`src/inc/vil_defines.svh`:
```
// Purpose: constants for the vectored interrupt logic
// Assumes: byte-wide register port, bank number beside the address
// Notes: vector values are program-memory word addresses
`ifndef VIL_DEFINES_SVH
`define VIL_DEFINES_SVH

// ----------------------------------------
// register offsets and banks
// ----------------------------------------
`define ADDR_INT_STATUS 8'h07
`define ADDR_PFLAG_TWO 8'h10
`define ADDR_PEN_TWO 8'h11
`define ADDR_PFLAG_ONE 8'h16
`define ADDR_PEN_ONE 8'h17
`define BANK_ONE 4'h1
`define BANK_FOUR 4'h4

// ----------------------------------------
// field positions in int_status_control
// ----------------------------------------
`define BIT_EXT_ENABLE 0
`define BIT_TZERO_ENABLE 1
`define BIT_CLKPIN_ENABLE 2
`define BIT_GROUP_ENABLE 3

// ----------------------------------------
// reset values and masks
// ----------------------------------------
`define RST_INT_STATUS 8'h00
`define RST_PEN 8'h00
`define RST_PFLAG_ONE 8'h02
`define RST_PFLAG_TWO 8'h02
`define RST_GLOBAL_DISABLE 1'b1
`define MASK_IMPL_TWO 8'hEF
`define MASK_SW_FLAG 8'hFC
`define MASK_HW_FLAG 8'h03

// ----------------------------------------
// vectors
// ----------------------------------------
`define VEC_RESET 8'h00
`define VEC_EXT 8'h08
`define VEC_TZERO 8'h10
`define VEC_CLKPIN 8'h18
`define VEC_PERIPH 8'h20
`define NUM_SOURCES 18

`endif

```
`src/inc/vil_pkg.sv`:
```
// Purpose: types for the vectored interrupt logic
// Assumes: nothing beyond the defines header
// Notes: all module state is one packed struct
package vil_pkg;

	// ----------------------------------------
	// vector selection
	// ----------------------------------------
	typedef enum logic [2:0] {
		SEL_NONE,
		SEL_EXT,
		SEL_TZERO,
		SEL_CLKPIN,
		SEL_PERIPH,
		SEL_RESET
	} vec_sel_e;

	// ----------------------------------------
	// state of the controller
	// ----------------------------------------
	typedef struct packed {
		logic gd;
		logic [3:0] en;
		logic extF;
		logic t0F;
		logic ckF;
		logic [7:0] pe1;
		logic [7:0] pe2;
		logic [7:0] pf1;
		logic [7:0] pf2;
		logic [1:0] extSync;
		logic [1:0] ckSync;
		logic extPrev;
		logic ckPrev;
		logic resetPend;
		logic [7:0] rdData;
		logic vecReq;
		logic [7:0] vecAddr;
		logic stackPush;
		logic stackPop;
		vec_sel_e lastSel;
	} vil_state_s;

endpackage

```
`src/hw/vectored_interrupt_logic.sv`:
```
// Purpose: flags, enables and vector steering for eighteen sources
// Assumes: core pulses cycleStart once per instruction cycle
// Notes: core performs the stack push/pop on the strobes given here
//
// Functional notes
// eighteen sources, each with own flag
// global disable blocks every response
// response sets disable, pushes, loads vector
// four vectors, peripherals share one
// vectors 08h, 10h, 18h, 20h
// non-peripheral vectoring clears its flag
// peripheral vectoring leaves flags untouched
// software clears peripheral flags before return
// flags set regardless of enables
// no evaluation inside two-cycle instructions
// return pops stack, clears global disable
// pending flag ORs enabled peripheral flags
// group enable gates all peripheral requests
// set during enable clear vectors 00h
// software disables globally before clearing enables
// status register 07h, flags high, enables low
// selected pin edges set pin flags
// timer-zero overflow sets flag, requests vector
// enable one at 17h bank 1
// enable two at 11h bank 4
// flag one at 16h, serial bits hardware
// flag two at 10h, bit 4 zero
// fixed priority ext, timer, pin, peripherals
// edge select picks rising or falling
// one vector request per instruction cycle
`timescale 1ns/1ps
`include "vil_defines.svh"

module vectored_interrupt_logic (
	// clock and reset
	input wire logic mclk,
	input wire logic rst,
	// register port
	input wire logic [7:0] regAddr,
	input wire logic [3:0] regBank,
	input wire logic [7:0] regWrData,
	input wire logic regWr,
	input wire logic regRd,
	output logic [7:0] regRdData,
	// core sequencer
	input wire logic cycleStart,
	input wire logic instrBusy,
	input wire logic retfieExec,
	input wire logic glintdWr,
	input wire logic glintdWrData,
	output logic globalIrqDisable,
	output logic vecReq,
	output logic [7:0] vecAddr,
	output vil_pkg::vec_sel_e vecSource,
	output logic stackPush,
	output logic stackPop,
	// sources
	input wire logic extIrqPin,
	input wire logic timerClockPin,
	input wire logic extEdgeSelect,
	input wire logic clkEdgeSelect,
	input wire logic timerZeroOvf,
	input wire logic [7:0] evtOne,
	input wire logic [7:0] evtTwo
);
	import vil_pkg::*;

	// ----------------------------------------
	// state
	// ----------------------------------------
	vil_state_s s;
	vil_state_s next_s;
	logic extEdge;
	logic ckEdge;
	logic wrStat;
	logic wrPe1;
	logic wrPe2;
	logic wrPf1;
	logic wrPf2;
	logic pend;
	logic perSetEvt;
	logic [3:0] reqs;
	logic [3:0] setNow;
	logic [3:0] cleared;
	logic evalNow;
	vec_sel_e sel;

	// ----------------------------------------
	// decode and source conditioning
	// ----------------------------------------
	// pin edges only from the second sync stage onward
	always_comb begin
		if (extEdgeSelect) begin
			extEdge = s.extSync[1] & ~s.extPrev;
		end else begin
			extEdge = ~s.extSync[1] & s.extPrev;
		end
		if (clkEdgeSelect) begin
			ckEdge = s.ckSync[1] & ~s.ckPrev;
		end else begin
			ckEdge = ~s.ckSync[1] & s.ckPrev;
		end
	end

	assign wrStat = regWr && regAddr == `ADDR_INT_STATUS;
	assign wrPe1 = regWr && regBank == `BANK_ONE && regAddr == `ADDR_PEN_ONE;
	assign wrPf1 = regWr && regBank == `BANK_ONE && regAddr == `ADDR_PFLAG_ONE;
	assign wrPe2 = regWr && regBank == `BANK_FOUR && regAddr == `ADDR_PEN_TWO;
	assign wrPf2 = regWr && regBank == `BANK_FOUR && regAddr == `ADDR_PFLAG_TWO;

	// pending ignores the group enable; the group enable gates the request
	assign pend = |((s.pf1 & s.pe1) | (s.pf2 & s.pe2));
	// only a rising flag counts; held serial levels must not re-arm a restart
	assign perSetEvt = |((evtOne & ~s.pf1 & s.pe1)
		| (evtTwo & ~s.pf2 & s.pe2 & `MASK_IMPL_TWO));


	assign reqs[0] = s.extF & s.en[`BIT_EXT_ENABLE];
	assign reqs[1] = s.t0F & s.en[`BIT_TZERO_ENABLE];
	assign reqs[2] = s.ckF & s.en[`BIT_CLKPIN_ENABLE];
	assign reqs[3] = pend & s.en[`BIT_GROUP_ENABLE];

	assign setNow = {perSetEvt, ckEdge, timerZeroOvf, extEdge};
	assign cleared = wrStat ? (s.en & ~regWrData[3:0]) : 4'h0;


	assign evalNow = cycleStart && !instrBusy && !s.gd;

	// ----------------------------------------
	// winner selection
	// ----------------------------------------
	always_comb begin
		sel = SEL_NONE;
		if (evalNow) begin
			if (s.resetPend) begin
				sel = SEL_RESET;
			end else if (reqs[0]) begin
				sel = SEL_EXT;
			end else if (reqs[1]) begin
				sel = SEL_TZERO;
			end else if (reqs[2]) begin
				sel = SEL_CLKPIN;
			end else if (reqs[3]) begin
				sel = SEL_PERIPH;
			end
		end
	end

	// ----------------------------------------
	// next state
	// ----------------------------------------
	always_comb begin
		next_s = s;
		next_s.extSync = {s.extSync[0], extIrqPin};
		next_s.ckSync = {s.ckSync[0], timerClockPin};
		next_s.extPrev = s.extSync[1];
		next_s.ckPrev = s.ckSync[1];
		next_s.vecReq = 1'b0;
		next_s.stackPush = 1'b0;
		next_s.stackPop = 1'b0;

		// status register, bit 7 is read only
		if (wrStat) begin
			next_s.en = regWrData[3:0];
			next_s.ckF = regWrData[6];
			next_s.t0F = regWrData[5];
			next_s.extF = regWrData[4];
		end
		if (wrPe1) begin
			next_s.pe1 = regWrData;
		end
		if (wrPe2) begin
			next_s.pe2 = regWrData & `MASK_IMPL_TWO;
		end
		if (wrPf1) begin
			next_s.pf1 = (regWrData & `MASK_SW_FLAG) | (s.pf1 & `MASK_HW_FLAG);
		end
		if (wrPf2) begin
			next_s.pf2 = (regWrData & `MASK_SW_FLAG & `MASK_IMPL_TWO)
				| (s.pf2 & `MASK_HW_FLAG);
		end

		// global disable from core writes and return; vectoring below also sets it
		if (glintdWr) begin
			next_s.gd = glintdWrData;
		end
		if (retfieExec) begin
			next_s.gd = 1'b0;
			next_s.stackPop = 1'b1;
		end

		// enable cleared as its flag sets: restart vector armed
		if (!s.gd && |(cleared & setNow)) begin
			next_s.resetPend = 1'b1;
		end


		case (sel)
			SEL_RESET: begin
				next_s.vecAddr = `VEC_RESET;
				next_s.resetPend = 1'b0;
			end
			SEL_EXT: begin
				next_s.vecAddr = `VEC_EXT;
				next_s.extF = 1'b0;
			end
			SEL_TZERO: begin
				next_s.vecAddr = `VEC_TZERO;
				next_s.t0F = 1'b0;
			end
			SEL_CLKPIN: begin
				next_s.vecAddr = `VEC_CLKPIN;
				next_s.ckF = 1'b0;
			end
			SEL_PERIPH: begin
				// flags stay; software polls and clears them
				next_s.vecAddr = `VEC_PERIPH;
			end
			default: begin
				next_s.vecAddr = s.vecAddr;
			end
		endcase
		if (sel != SEL_NONE) begin
			next_s.vecReq = 1'b1;
			next_s.stackPush = 1'b1;
			next_s.gd = 1'b1;
			next_s.lastSel = sel;
		end

		// hardware sets win over software and auto clears
		if (extEdge) begin
			next_s.extF = 1'b1;
		end
		if (timerZeroOvf) begin
			next_s.t0F = 1'b1;
		end
		if (ckEdge) begin
			next_s.ckF = 1'b1;
		end

		next_s.pf1 = (next_s.pf1 & `MASK_SW_FLAG) | (evtOne & `MASK_SW_FLAG)
			| (evtOne & `MASK_HW_FLAG);
		next_s.pf2 = ((next_s.pf2 & `MASK_SW_FLAG) | evtTwo) & `MASK_IMPL_TWO;

		// read data stands one cycle only
		next_s.rdData = 8'h00;
		if (regRd) begin
			if (regAddr == `ADDR_INT_STATUS) begin
				next_s.rdData = {pend, s.ckF, s.t0F, s.extF, s.en};
			end else if (regBank == `BANK_ONE && regAddr == `ADDR_PEN_ONE) begin
				next_s.rdData = s.pe1;
			end else if (regBank == `BANK_ONE && regAddr == `ADDR_PFLAG_ONE) begin
				next_s.rdData = s.pf1;
			end else if (regBank == `BANK_FOUR && regAddr == `ADDR_PEN_TWO) begin
				next_s.rdData = s.pe2;
			end else if (regBank == `BANK_FOUR && regAddr == `ADDR_PFLAG_TWO) begin
				next_s.rdData = s.pf2;
			end
		end
	end

	// ----------------------------------------
	// registers
	// ----------------------------------------
	always_ff @(posedge mclk) begin
		if (rst) begin
			s.gd <= `RST_GLOBAL_DISABLE;
			s.en <= 4'h0;
			s.extF <= 1'b0;
			s.t0F <= 1'b0;
			s.ckF <= 1'b0;
			s.pe1 <= `RST_PEN;
			s.pe2 <= `RST_PEN;
			s.pf1 <= `RST_PFLAG_ONE;
			s.pf2 <= `RST_PFLAG_TWO;
			s.extSync <= 2'h0;
			s.ckSync <= 2'h0;
			s.extPrev <= 1'b0;
			s.ckPrev <= 1'b0;
			s.resetPend <= 1'b0;
			s.rdData <= 8'h00;
			s.vecReq <= 1'b0;
			s.vecAddr <= `VEC_RESET;
			s.stackPush <= 1'b0;
			s.stackPop <= 1'b0;
			s.lastSel <= SEL_NONE;
		end else begin
			s <= next_s;
		end
	end

	assign regRdData = s.rdData;
	assign globalIrqDisable = s.gd;
	assign vecReq = s.vecReq;
	assign vecAddr = s.vecAddr;
	assign vecSource = s.lastSel;
	assign stackPush = s.stackPush;
	assign stackPop = s.stackPop;

	// ----------------------------------------
	// assertions
	// ----------------------------------------
	a_global_blocks: assert property (
		@(posedge mclk) disable iff (rst)
		(cycleStart && s.gd && !s.vecReq) |=> !vecReq)
		else $error("vector issued while globally disabled");

	a_response_side: assert property (
		@(posedge mclk) disable iff (rst)
		vecReq |-> (globalIrqDisable && stackPush))
		else $error("vector without disable and push");

	a_ext_vector: assert property (
		@(posedge mclk) disable iff (rst)
		(evalNow && !s.resetPend && reqs[0]) |=> (vecReq && vecAddr == `VEC_EXT))
		else $error("external request did not vector to 08h");

	a_tzero_prio: assert property (
		@(posedge mclk) disable iff (rst)
		(evalNow && !s.resetPend && !reqs[0] && reqs[1] && reqs[2])
			|=> (vecAddr == `VEC_TZERO))
		else $error("timer zero lost priority to pin edge");

	a_ext_autoclear: assert property (
		@(posedge mclk) disable iff (rst)
		(sel == SEL_EXT && !extEdge && !wrStat) |=> !s.extF)
		else $error("external flag not cleared on vectoring");

	a_periph_keep: assert property (
		@(posedge mclk) disable iff (rst)
		(sel == SEL_PERIPH && !wrPf1 && !wrPf2)
			|=> ((($past(s.pf1) & ~s.pf1) & `MASK_SW_FLAG) == 8'h00))
		else $error("peripheral flag cleared by vectoring");

	a_flag_sets: assert property (
		@(posedge mclk) disable iff (rst)
		timerZeroOvf |=> s.t0F)
		else $error("overflow did not set its flag");

	a_return_pops: assert property (
		@(posedge mclk) disable iff (rst)
		(retfieExec && !glintdWr) |=> (!globalIrqDisable && stackPop))
		else $error("return did not pop and re-enable");

	a_group_gate: assert property (
		@(posedge mclk) disable iff (rst)
		(cycleStart && !s.en[`BIT_GROUP_ENABLE])
			|=> !(vecReq && vecAddr == `VEC_PERIPH))
		else $error("peripheral vector with group disabled");

	a_restart_hazard: assert property (
		@(posedge mclk) disable iff (rst)
		(!s.gd && wrStat && ((s.en[0] && !regWrData[0] && extEdge)
			|| (s.en[1] && !regWrData[1] && timerZeroOvf)))
			|=> s.resetPend || (vecReq && vecAddr == `VEC_RESET))
		else $error("enable clear race did not arm restart");

	a_pin_latency: assert property (
		@(posedge mclk) disable iff (rst)
		(extEdgeSelect && $rose(extIrqPin)) ##1 (extIrqPin && extEdgeSelect)
			##1 extEdgeSelect |=> s.extF || $past(sel) == SEL_EXT)
		else $error("selected pin edge not flagged in three cycles");

	a_periph_vector: assert property (
		@(posedge mclk) disable iff (rst)
		(evalNow && !s.resetPend && reqs == 4'h8)
			|=> (vecReq && vecAddr == `VEC_PERIPH && vecSource == SEL_PERIPH))
		else $error("lone peripheral request did not vector to 20h");

	a_restart_vector: assert property (
		@(posedge mclk) disable iff (rst)
		(evalNow && s.resetPend) |=> (vecReq && vecAddr == `VEC_RESET))
		else $error("armed restart did not vector to 00h");

	a_single_request: assert property (
		@(posedge mclk) disable iff (rst)
		vecReq |=> !vecReq)
		else $error("vector request stood longer than one cycle");

endmodule

```
`config.mk`:
```
export PLATFORM = sky130hd
export DESIGN_NAME = vectored_interrupt_logic
export DESIGN_NICKNAME = d
export VERILOG_FILES = /design/src/inc/vil_pkg.sv /design/src/hw/vectored_interrupt_logic.sv
export VERILOG_INCLUDE_DIRS = /design/src /design/src/inc
export SDC_FILE = /design/constraint.sdc
export NUM_CORES = 1
export LEC_CHECK = 0
export BUFFER_PORTS_ARGS = -buffer_cell sky130_fd_sc_hd__buf_2
export CORE_MARGIN = 2
export CORE_UTILIZATION = 30
export DETAILED_ROUTE_END_ITERATION = 10
export PLACE_DENSITY = 0.49
export SLEW_MARGIN = 10
export SYNTH_ARGS = -nofsm -noshare
export SYNTH_HDL_FRONTEND = slang
export SYNTH_SLANG_ARGS = --single-unit
```
`constraint.sdc`:
```
create_clock -name mclk -period 4.06 [get_ports mclk]
set_clock_uncertainty 0.2 [all_clocks]
set_input_delay 1.218 -clock mclk [delete_from_list [all_inputs] [get_ports mclk]]
set_output_delay 1.218 -clock mclk [all_outputs]
set_load 0.1 [all_outputs]
```
## Word-level counts from Yosys, hierarchy flattened

Cells that the tools add are included.

| word-level totals | value |
|---|---|
| input bits | 50 |
| bits in registers | 67 |
| word-level logic and storage cells | 119 |
| output and inout port bits | 23 |

| cells by class | value |
|---|---|
| reduce and logical (&&, ||, !) cells | 28 |
| muxes and demuxes | 28 |
| bitwise gates (word level) | 31 |
| eq/ne operators | 12 |

Operators by type and width:

| cell | number |
|---|---|
| 2-to-1 mux 8 bit | 7 |
| AND 8 bit | 6 |
| case mux 8 bit (5 select lines) | 1 |
| equality test 8 x 5 -> 1 bit, second input constant | 4 |
| OR 8 bit | 4 |
| OR 8 x 2 -> 8 bit | 3 |
| 2-to-1 mux 3 bit | 7 |
| NOT 8 bit | 2 |
| OR reduction 8 bit | 2 |
| logical AND 1 bit | 14 |
| 2-to-1 mux 1 bit | 12 |
| nonzero test 3 bit | 4 |
| AND 1 bit | 8 |
| AND 4 bit | 2 |
| equality test 8 x 3 -> 1 bit, second input constant | 1 |
| equality test 3 x 2 -> 1 bit, second input constant | 2 |
| equality test 3 bit, second input constant | 2 |
| OR reduction 2 bit | 3 |
| NOT 1 bit | 5 |
| nonzero test 5 bit | 1 |
| equality test 4 x 1 -> 1 bit, second input constant | 1 |
| equality test 4 x 3 -> 1 bit, second input constant | 1 |
| 2-to-1 mux 4 bit | 1 |
| NOT 4 bit | 1 |
| other kinds (4) | 5 |

## Depth between registers and ports, before layout

| logic depth | value |
|---|---|
| word-level depth | 13 |
| depth in mapped cells | 7 |
| depth with buffers taken out | 5 |

## Least setup slack after synthesis

OpenSTA, ideal clock, no wires.

| timing | value |
|---|---|
| path type | in2reg |
| start point | input regAddr[7] |
| end point | register s[22] (netlist name) |
| setup time | 0.095 ns |
| slack | 0.992 ns |
| stages | 5 |
| buffers on the path | 1 |
| required time | 3.765 ns |
| arrival | 2.773 ns |
| cell sequence | or3_4 > or4_4 > buf_6 > or3_1 > a221oi_1 |

| between the ends | value |
|---|---|
| word-level cells in the longest chain between the ends | 6 |

RTL lines:

| element | RTL line | RTL |
|---|---|---|
| from (decl) | vectored_interrupt_logic.sv:39 | `input wire logic [7:0] regAddr,` |
| equality test 8 x 3 -> 1 bit (no source line) | -- |  |
| logical AND 1 bit (no source line) | -- |  |
| 2-to-1 mux 4 bit | vectored_interrupt_logic.sv:124 | `assign cleared = wrStat ? (s.en & ~regWrData[3:0]) : 4'h0;` |
| AND 4 bit | vectored_interrupt_logic.sv:193 | `if (!s.gd && \|(cleared & setNow)) begin` |
| OR reduction 4 bit | vectored_interrupt_logic.sv:193 |  |
| logical AND 1 bit | vectored_interrupt_logic.sv:193 |  |
| to (signal assigned) | vectored_interrupt_logic.sv:288 | `s <= next_s;` |
| to (decl) | vectored_interrupt_logic.sv:71 | `vil_state_s s;` |

Every way passes these cells.
A chain may end at the register's enable or synchronous reset.

## Final worst setup path

| timing | value |
|---|---|
| start point | input regBank[1] |
| end point | register s[36] (netlist name) |

| between the ends | value |
|---|---|
| word-level cells in the longest chain between the ends | 5 |

RTL lines:

| element | RTL line | RTL |
|---|---|---|
| from (decl) | vectored_interrupt_logic.sv:40 | `input wire logic [3:0] regBank,` |
| equality test 4 x 3 -> 1 bit (no source line) | -- |  |
| logical AND 1 bit (no source line) (2 in series) | -- |  |
| 2-to-1 mux 8 bit | vectored_interrupt_logic.sv:178 | `if (wrPf2) begin` |
| OR 8 bit | vectored_interrupt_logic.sv:243 | `` next_s.pf2 = ((next_s.pf2 & `MASK_SW_FLAG) \| evtTwo) & `MASK_IMPL_TWO; `` |

Every way passes these cells.

==> metrics.md <==
| Metric | Value |
|---|---|
| Run status | finished clean |
| DP HPWL | 6355 um |
| Part of the Yosys area used for sequential elements | 41.85% |
| Vias after detailed routing | 2723 |
| Unrepaired setup endpoints after global routing | false |
| Die height | 102.6 um |
| Via-per-instance ratio | 5.147 |
| TritonCTS clock tree | yes |
| CP required | 4.08 ns |
| Global placement routability congestion | 0.8445 |
| Final WL | 8682 um |
| Worst path buffer plus inverter count | 1 |
| Clock buffers created by TritonCTS | 9 |
| Synth Flop Type | sky130_fd_sc_hd__dfxtp_1 |
| X dimension of the die | 102.6 um |
| Worst Hold Slack | 0.2379 ns |
| Global-route wire length before repair | 13320 um |
| Worst Path Arrival | 2.87 ns |
| Placeable Area | 0.009328 mm2 |
| Standby leakage power | 1.387 nW |
| Count of hold-fix buffers inserted at cts | 0 |
| Finish-stage setup viols | 0 |
| Post-synthesis cell type with the largest combined area | sky130_fd_sc_hd__dfxtp_1 |
| Number of ports placed on the die boundary | 73 |
| Final hold violations | 0 |
| Crit path max-delay family | simple AND/OR/NAND/NOR gates |
| Antenna violations before repair | 0 |
| Register bit count reported by yosys | 61 |
| Delay contributed by the slowest stage of the critical path | 0.76 ns |
| Slowest stage cell on the critical path | sky130_fd_sc_hd__or4_1 |
| Die outline area | 0.01053 mm2 |
| Mux share of post-synthesis cell area | 4.588% |
| Vias in the first global route | 2550 |
| Ordered list of cells on the worst path | buf_2 -> nor3b_1 -> nand2_1 -> or4_1 -> nor3_1 -> a211oi_1 |
| Setup crit end kind | flip-flop |
| Number of clock sinks seen by CTS | 61 |
| Highest fanout seen on the critical path | 10 |
| Area delta synth->final | 19.55% |
| Number of standard cells after synthesis | 342 |
| PnR Total Power | 1.364 mW |
| Share of final-layout standard cells stronger than drive strength 1 | 24.25% |
| Worst Setup Slack, final | 1.201 ns |
| Number of fillers in the final layout | 961 |
| Post-route DRC violation count | 0 |
| Warnings, synthesis | 0 |
| Dominant combinational cell family by area after synthesis | simple AND/OR/NAND/NOR gates |
| Cells taking the most area after synthesis | sky130_fd_sc_hd__dfxtp_1 42%, sky130_fd_sc_hd__buf_4 5.1%, sky130_fd_sc_hd__nor2_1 4.9% |
| First-pass detailed-route iteration total | 7 |
| Grt total ovfl | 0 |
| Async SR Flop Fraction | 0% |
| Synthesized area per cell | 8.532 um2 |
| Per-cell routed wire length | 16.41 um |
| Share of synthesized cell area in full adder, half adder and majority cells | 0% |
| Standard cell area after detailed placement | 0.003263 mm2 |
| Count of antenna diodes in the layout | 0 |
| Number of buffers inserted to repair setup after CTS | 0 |
| Worst slew pin tran | 0.6984 ns |
| Kind of path behind the tightest hold check | flip-flop to flip-flop |
| Max-slew violation total from the final report | 0 |
| Number of different library cells in the post-synthesis netlist | 48 |
| Synthesized-area fraction occupied by ao, oa, aoi and oai cells | 20.37% |
| Power per cell area | 391.0 mW/mm2 |
| Starting Density | 31.28% |
| Fraction of synthesized cell area in xor and xnor cells | 0% |
| Kind of start point of the critical path | input pin |
| CTS max path bufs | 2 |
| DRT iter0 DRCs | 205 |
| Synth top area share | 41.85% |
| Insertion delay of the later-clocked pin in the worst-skew pair | 0.35 ns |
| Worst IR drop on VDD | 0.1544 mV |
| I/O Buffers | 66 |
| Final design utilization | 37.40% |
| Final TNS setup | 0 ns |
| Reported max-cap violation count | 0 |
| GRT Total Usage | 17.01% |
| Buffer cell driving the clock tree root | sky130_fd_sc_hd__clkbuf_8 |
| Total standard cell area after synthesis | 0.002918 mm2 |
| Worst slack after detailed placement | 0.8283 ns |
| Number of nets still failing antenna checks after routing | 0 |
| Total number of H-tree levels | 3 |
| Number of flops mapped to enable cells by yosys | 0 |
| Maximum clock rate | 349.7 MHz |
| FP Rows | 35 |
| Cell area after layout | 0.003488 mm2 |
| Number of placed cells counting well taps | 513 |
| Post-cts gate resize count | 0 |
| Max-slew headroom at the worst pin | 53.27% |
| Final worst path period share | 70.43% |
| Non-filler cells, final | 529 |
| Pin count of the biggest net entering global routing | 31 |
| Setup Crit Path Kind | input pin to flip-flop |
| Synthesized-area fraction occupied by and/or/nand/nor cells | 24.57% |
| Clock transition time at the flip-flop clock pins of the worst setup and hold paths | 0.07 ns |
| Clock period minus final worst setup slack | 2.859 ns |
| Layout net count | 445 |
==> flip-flops by register name, indices dropped and copies added, names as in the netlist <==
signal / flops
vecAddr: 3
stackPop: 1
regRdData: 8
next_s: 4
stackPush: 1
globalIrqDisable: 1
s: 40
vecSource: 3
==> cells by family after synthesis <==
kind of cell	count (synthesis)
DFF	61
and+or+nand+nor	135
buffers and inverters	44
other	1
AOI/OAI and AO/OA	88
muxes	13
==> power by group <==
part / switching [mW] / internal [mW] / total (mW) / leakage [nW]
Clock: 0.247 / 0.377 / 0.624 / 0.116
Sequential: 0.0152 / 0.614 / 0.629 / 0.498
Combinational: 0.0740 / 0.0370 / 0.111 / 0.772
Total: 0.336 / 1.03 / 1.36 / 1.39
==> layout make-up <==
type	count	area, um2	share of cell area, %
Clock buffer	12	155.1	4.448
Tap cell	129	161.4	4.627
Clock inverter	4	70.07	2.009
Multi-Input combinational cell	241	1464	41.97
Sequential cell	61	1221	35.01
Inverter	9	33.78	0.9684
Timing Repair Buffer	73	382.9	10.98
==> worst register-to-register path, stage by stage (launching register included) <==
cell and delay [ns]:
sky130_fd_sc_hd__dfxtp_1 0.37, sky130_fd_sc_hd__a22oi_1 0.20, sky130_fd_sc_hd__nand4_1 0.26, sky130_fd_sc_hd__o2111ai_1 0.45, sky130_fd_sc_hd__nor2_1 0.15, sky130_fd_sc_hd__or4_1 0.51
==> placed cells by master (no fill, tap or decap), types with 2 or more instances in the layout <==
master                       n
sky130_fd_sc_hd__a211oi_1   12
sky130_fd_sc_hd__a21boi_0    2
sky130_fd_sc_hd__a21oi_1    22
sky130_fd_sc_hd__a222oi_1    7
sky130_fd_sc_hd__a22oi_1    13
sky130_fd_sc_hd__a31oi_1     3
sky130_fd_sc_hd__and3b_1     3
sky130_fd_sc_hd__buf_2      66
sky130_fd_sc_hd__buf_4       7
sky130_fd_sc_hd__bufinv_16   2
sky130_fd_sc_hd__clkbuf_8   11
sky130_fd_sc_hd__clkinv_2    2
sky130_fd_sc_hd__conb_1      5
sky130_fd_sc_hd__dfxtp_1    61
sky130_fd_sc_hd__inv_1       9
sky130_fd_sc_hd__mux2_2      3
sky130_fd_sc_hd__mux2i_1    10
sky130_fd_sc_hd__nand2_1    24
sky130_fd_sc_hd__nand2b_1    2
sky130_fd_sc_hd__nand3_1     4
sky130_fd_sc_hd__nand3b_1   12
sky130_fd_sc_hd__nand4_1     4
sky130_fd_sc_hd__nand4b_1    2
sky130_fd_sc_hd__nor2_1     38
sky130_fd_sc_hd__nor2b_1    12
sky130_fd_sc_hd__nor3_1     15
sky130_fd_sc_hd__nor3b_1     4
sky130_fd_sc_hd__nor4_1      3
sky130_fd_sc_hd__o21ai_0    15
sky130_fd_sc_hd__o31ai_1     2
sky130_fd_sc_hd__or2_2       2
sky130_fd_sc_hd__or3_1       3
sky130_fd_sc_hd__or4_1       2
==> worst paths after layout <==
path,start,to,slack [ns],depth (start not counted)
max,regBank[1],s[36],1.20,6
min,next_s[28],next_s[24],0.24,1
max reg2reg,s[60],globalIrqDisable,1.79,5
min reg2reg,next_s[28],next_s[24],0.24,1
==> per-layer routing <==
| layer | wire length, um | vias up | global-route usage (%) | share of wire (%) |
|---|---|---|---|---|
| met2 | 3897 | 99 | 26.34 | 45 |
| met4 | 133 | 0 | 6.667 | 1.5 |
| li1 | - | 1334 | - | - |
| met1 | 4049 | 1277 | 23.36 | 47 |
| met3 | 601 | 13 | 3.322 | 6.9 |
| met5 | 0 | - | 0 | 0 |
==> cells in the mapped netlist, types with 10 or more instances <==
library cell,count
sky130_fd_sc_hd__nand3b_1,12
sky130_fd_sc_hd__clkbuf_1,14
sky130_fd_sc_hd__a22oi_1,13
sky130_fd_sc_hd__nor2b_1,12
sky130_fd_sc_hd__dfxtp_1,61
sky130_fd_sc_hd__nand2_1,24
sky130_fd_sc_hd__buf_4,20
sky130_fd_sc_hd__nor3_1,15
sky130_fd_sc_hd__nor2_1,38
sky130_fd_sc_hd__mux2i_1,10
sky130_fd_sc_hd__o21ai_0,15
sky130_fd_sc_hd__a21oi_1,22
sky130_fd_sc_hd__a211oi_1,12
Power figures use the tool's default switching activity.
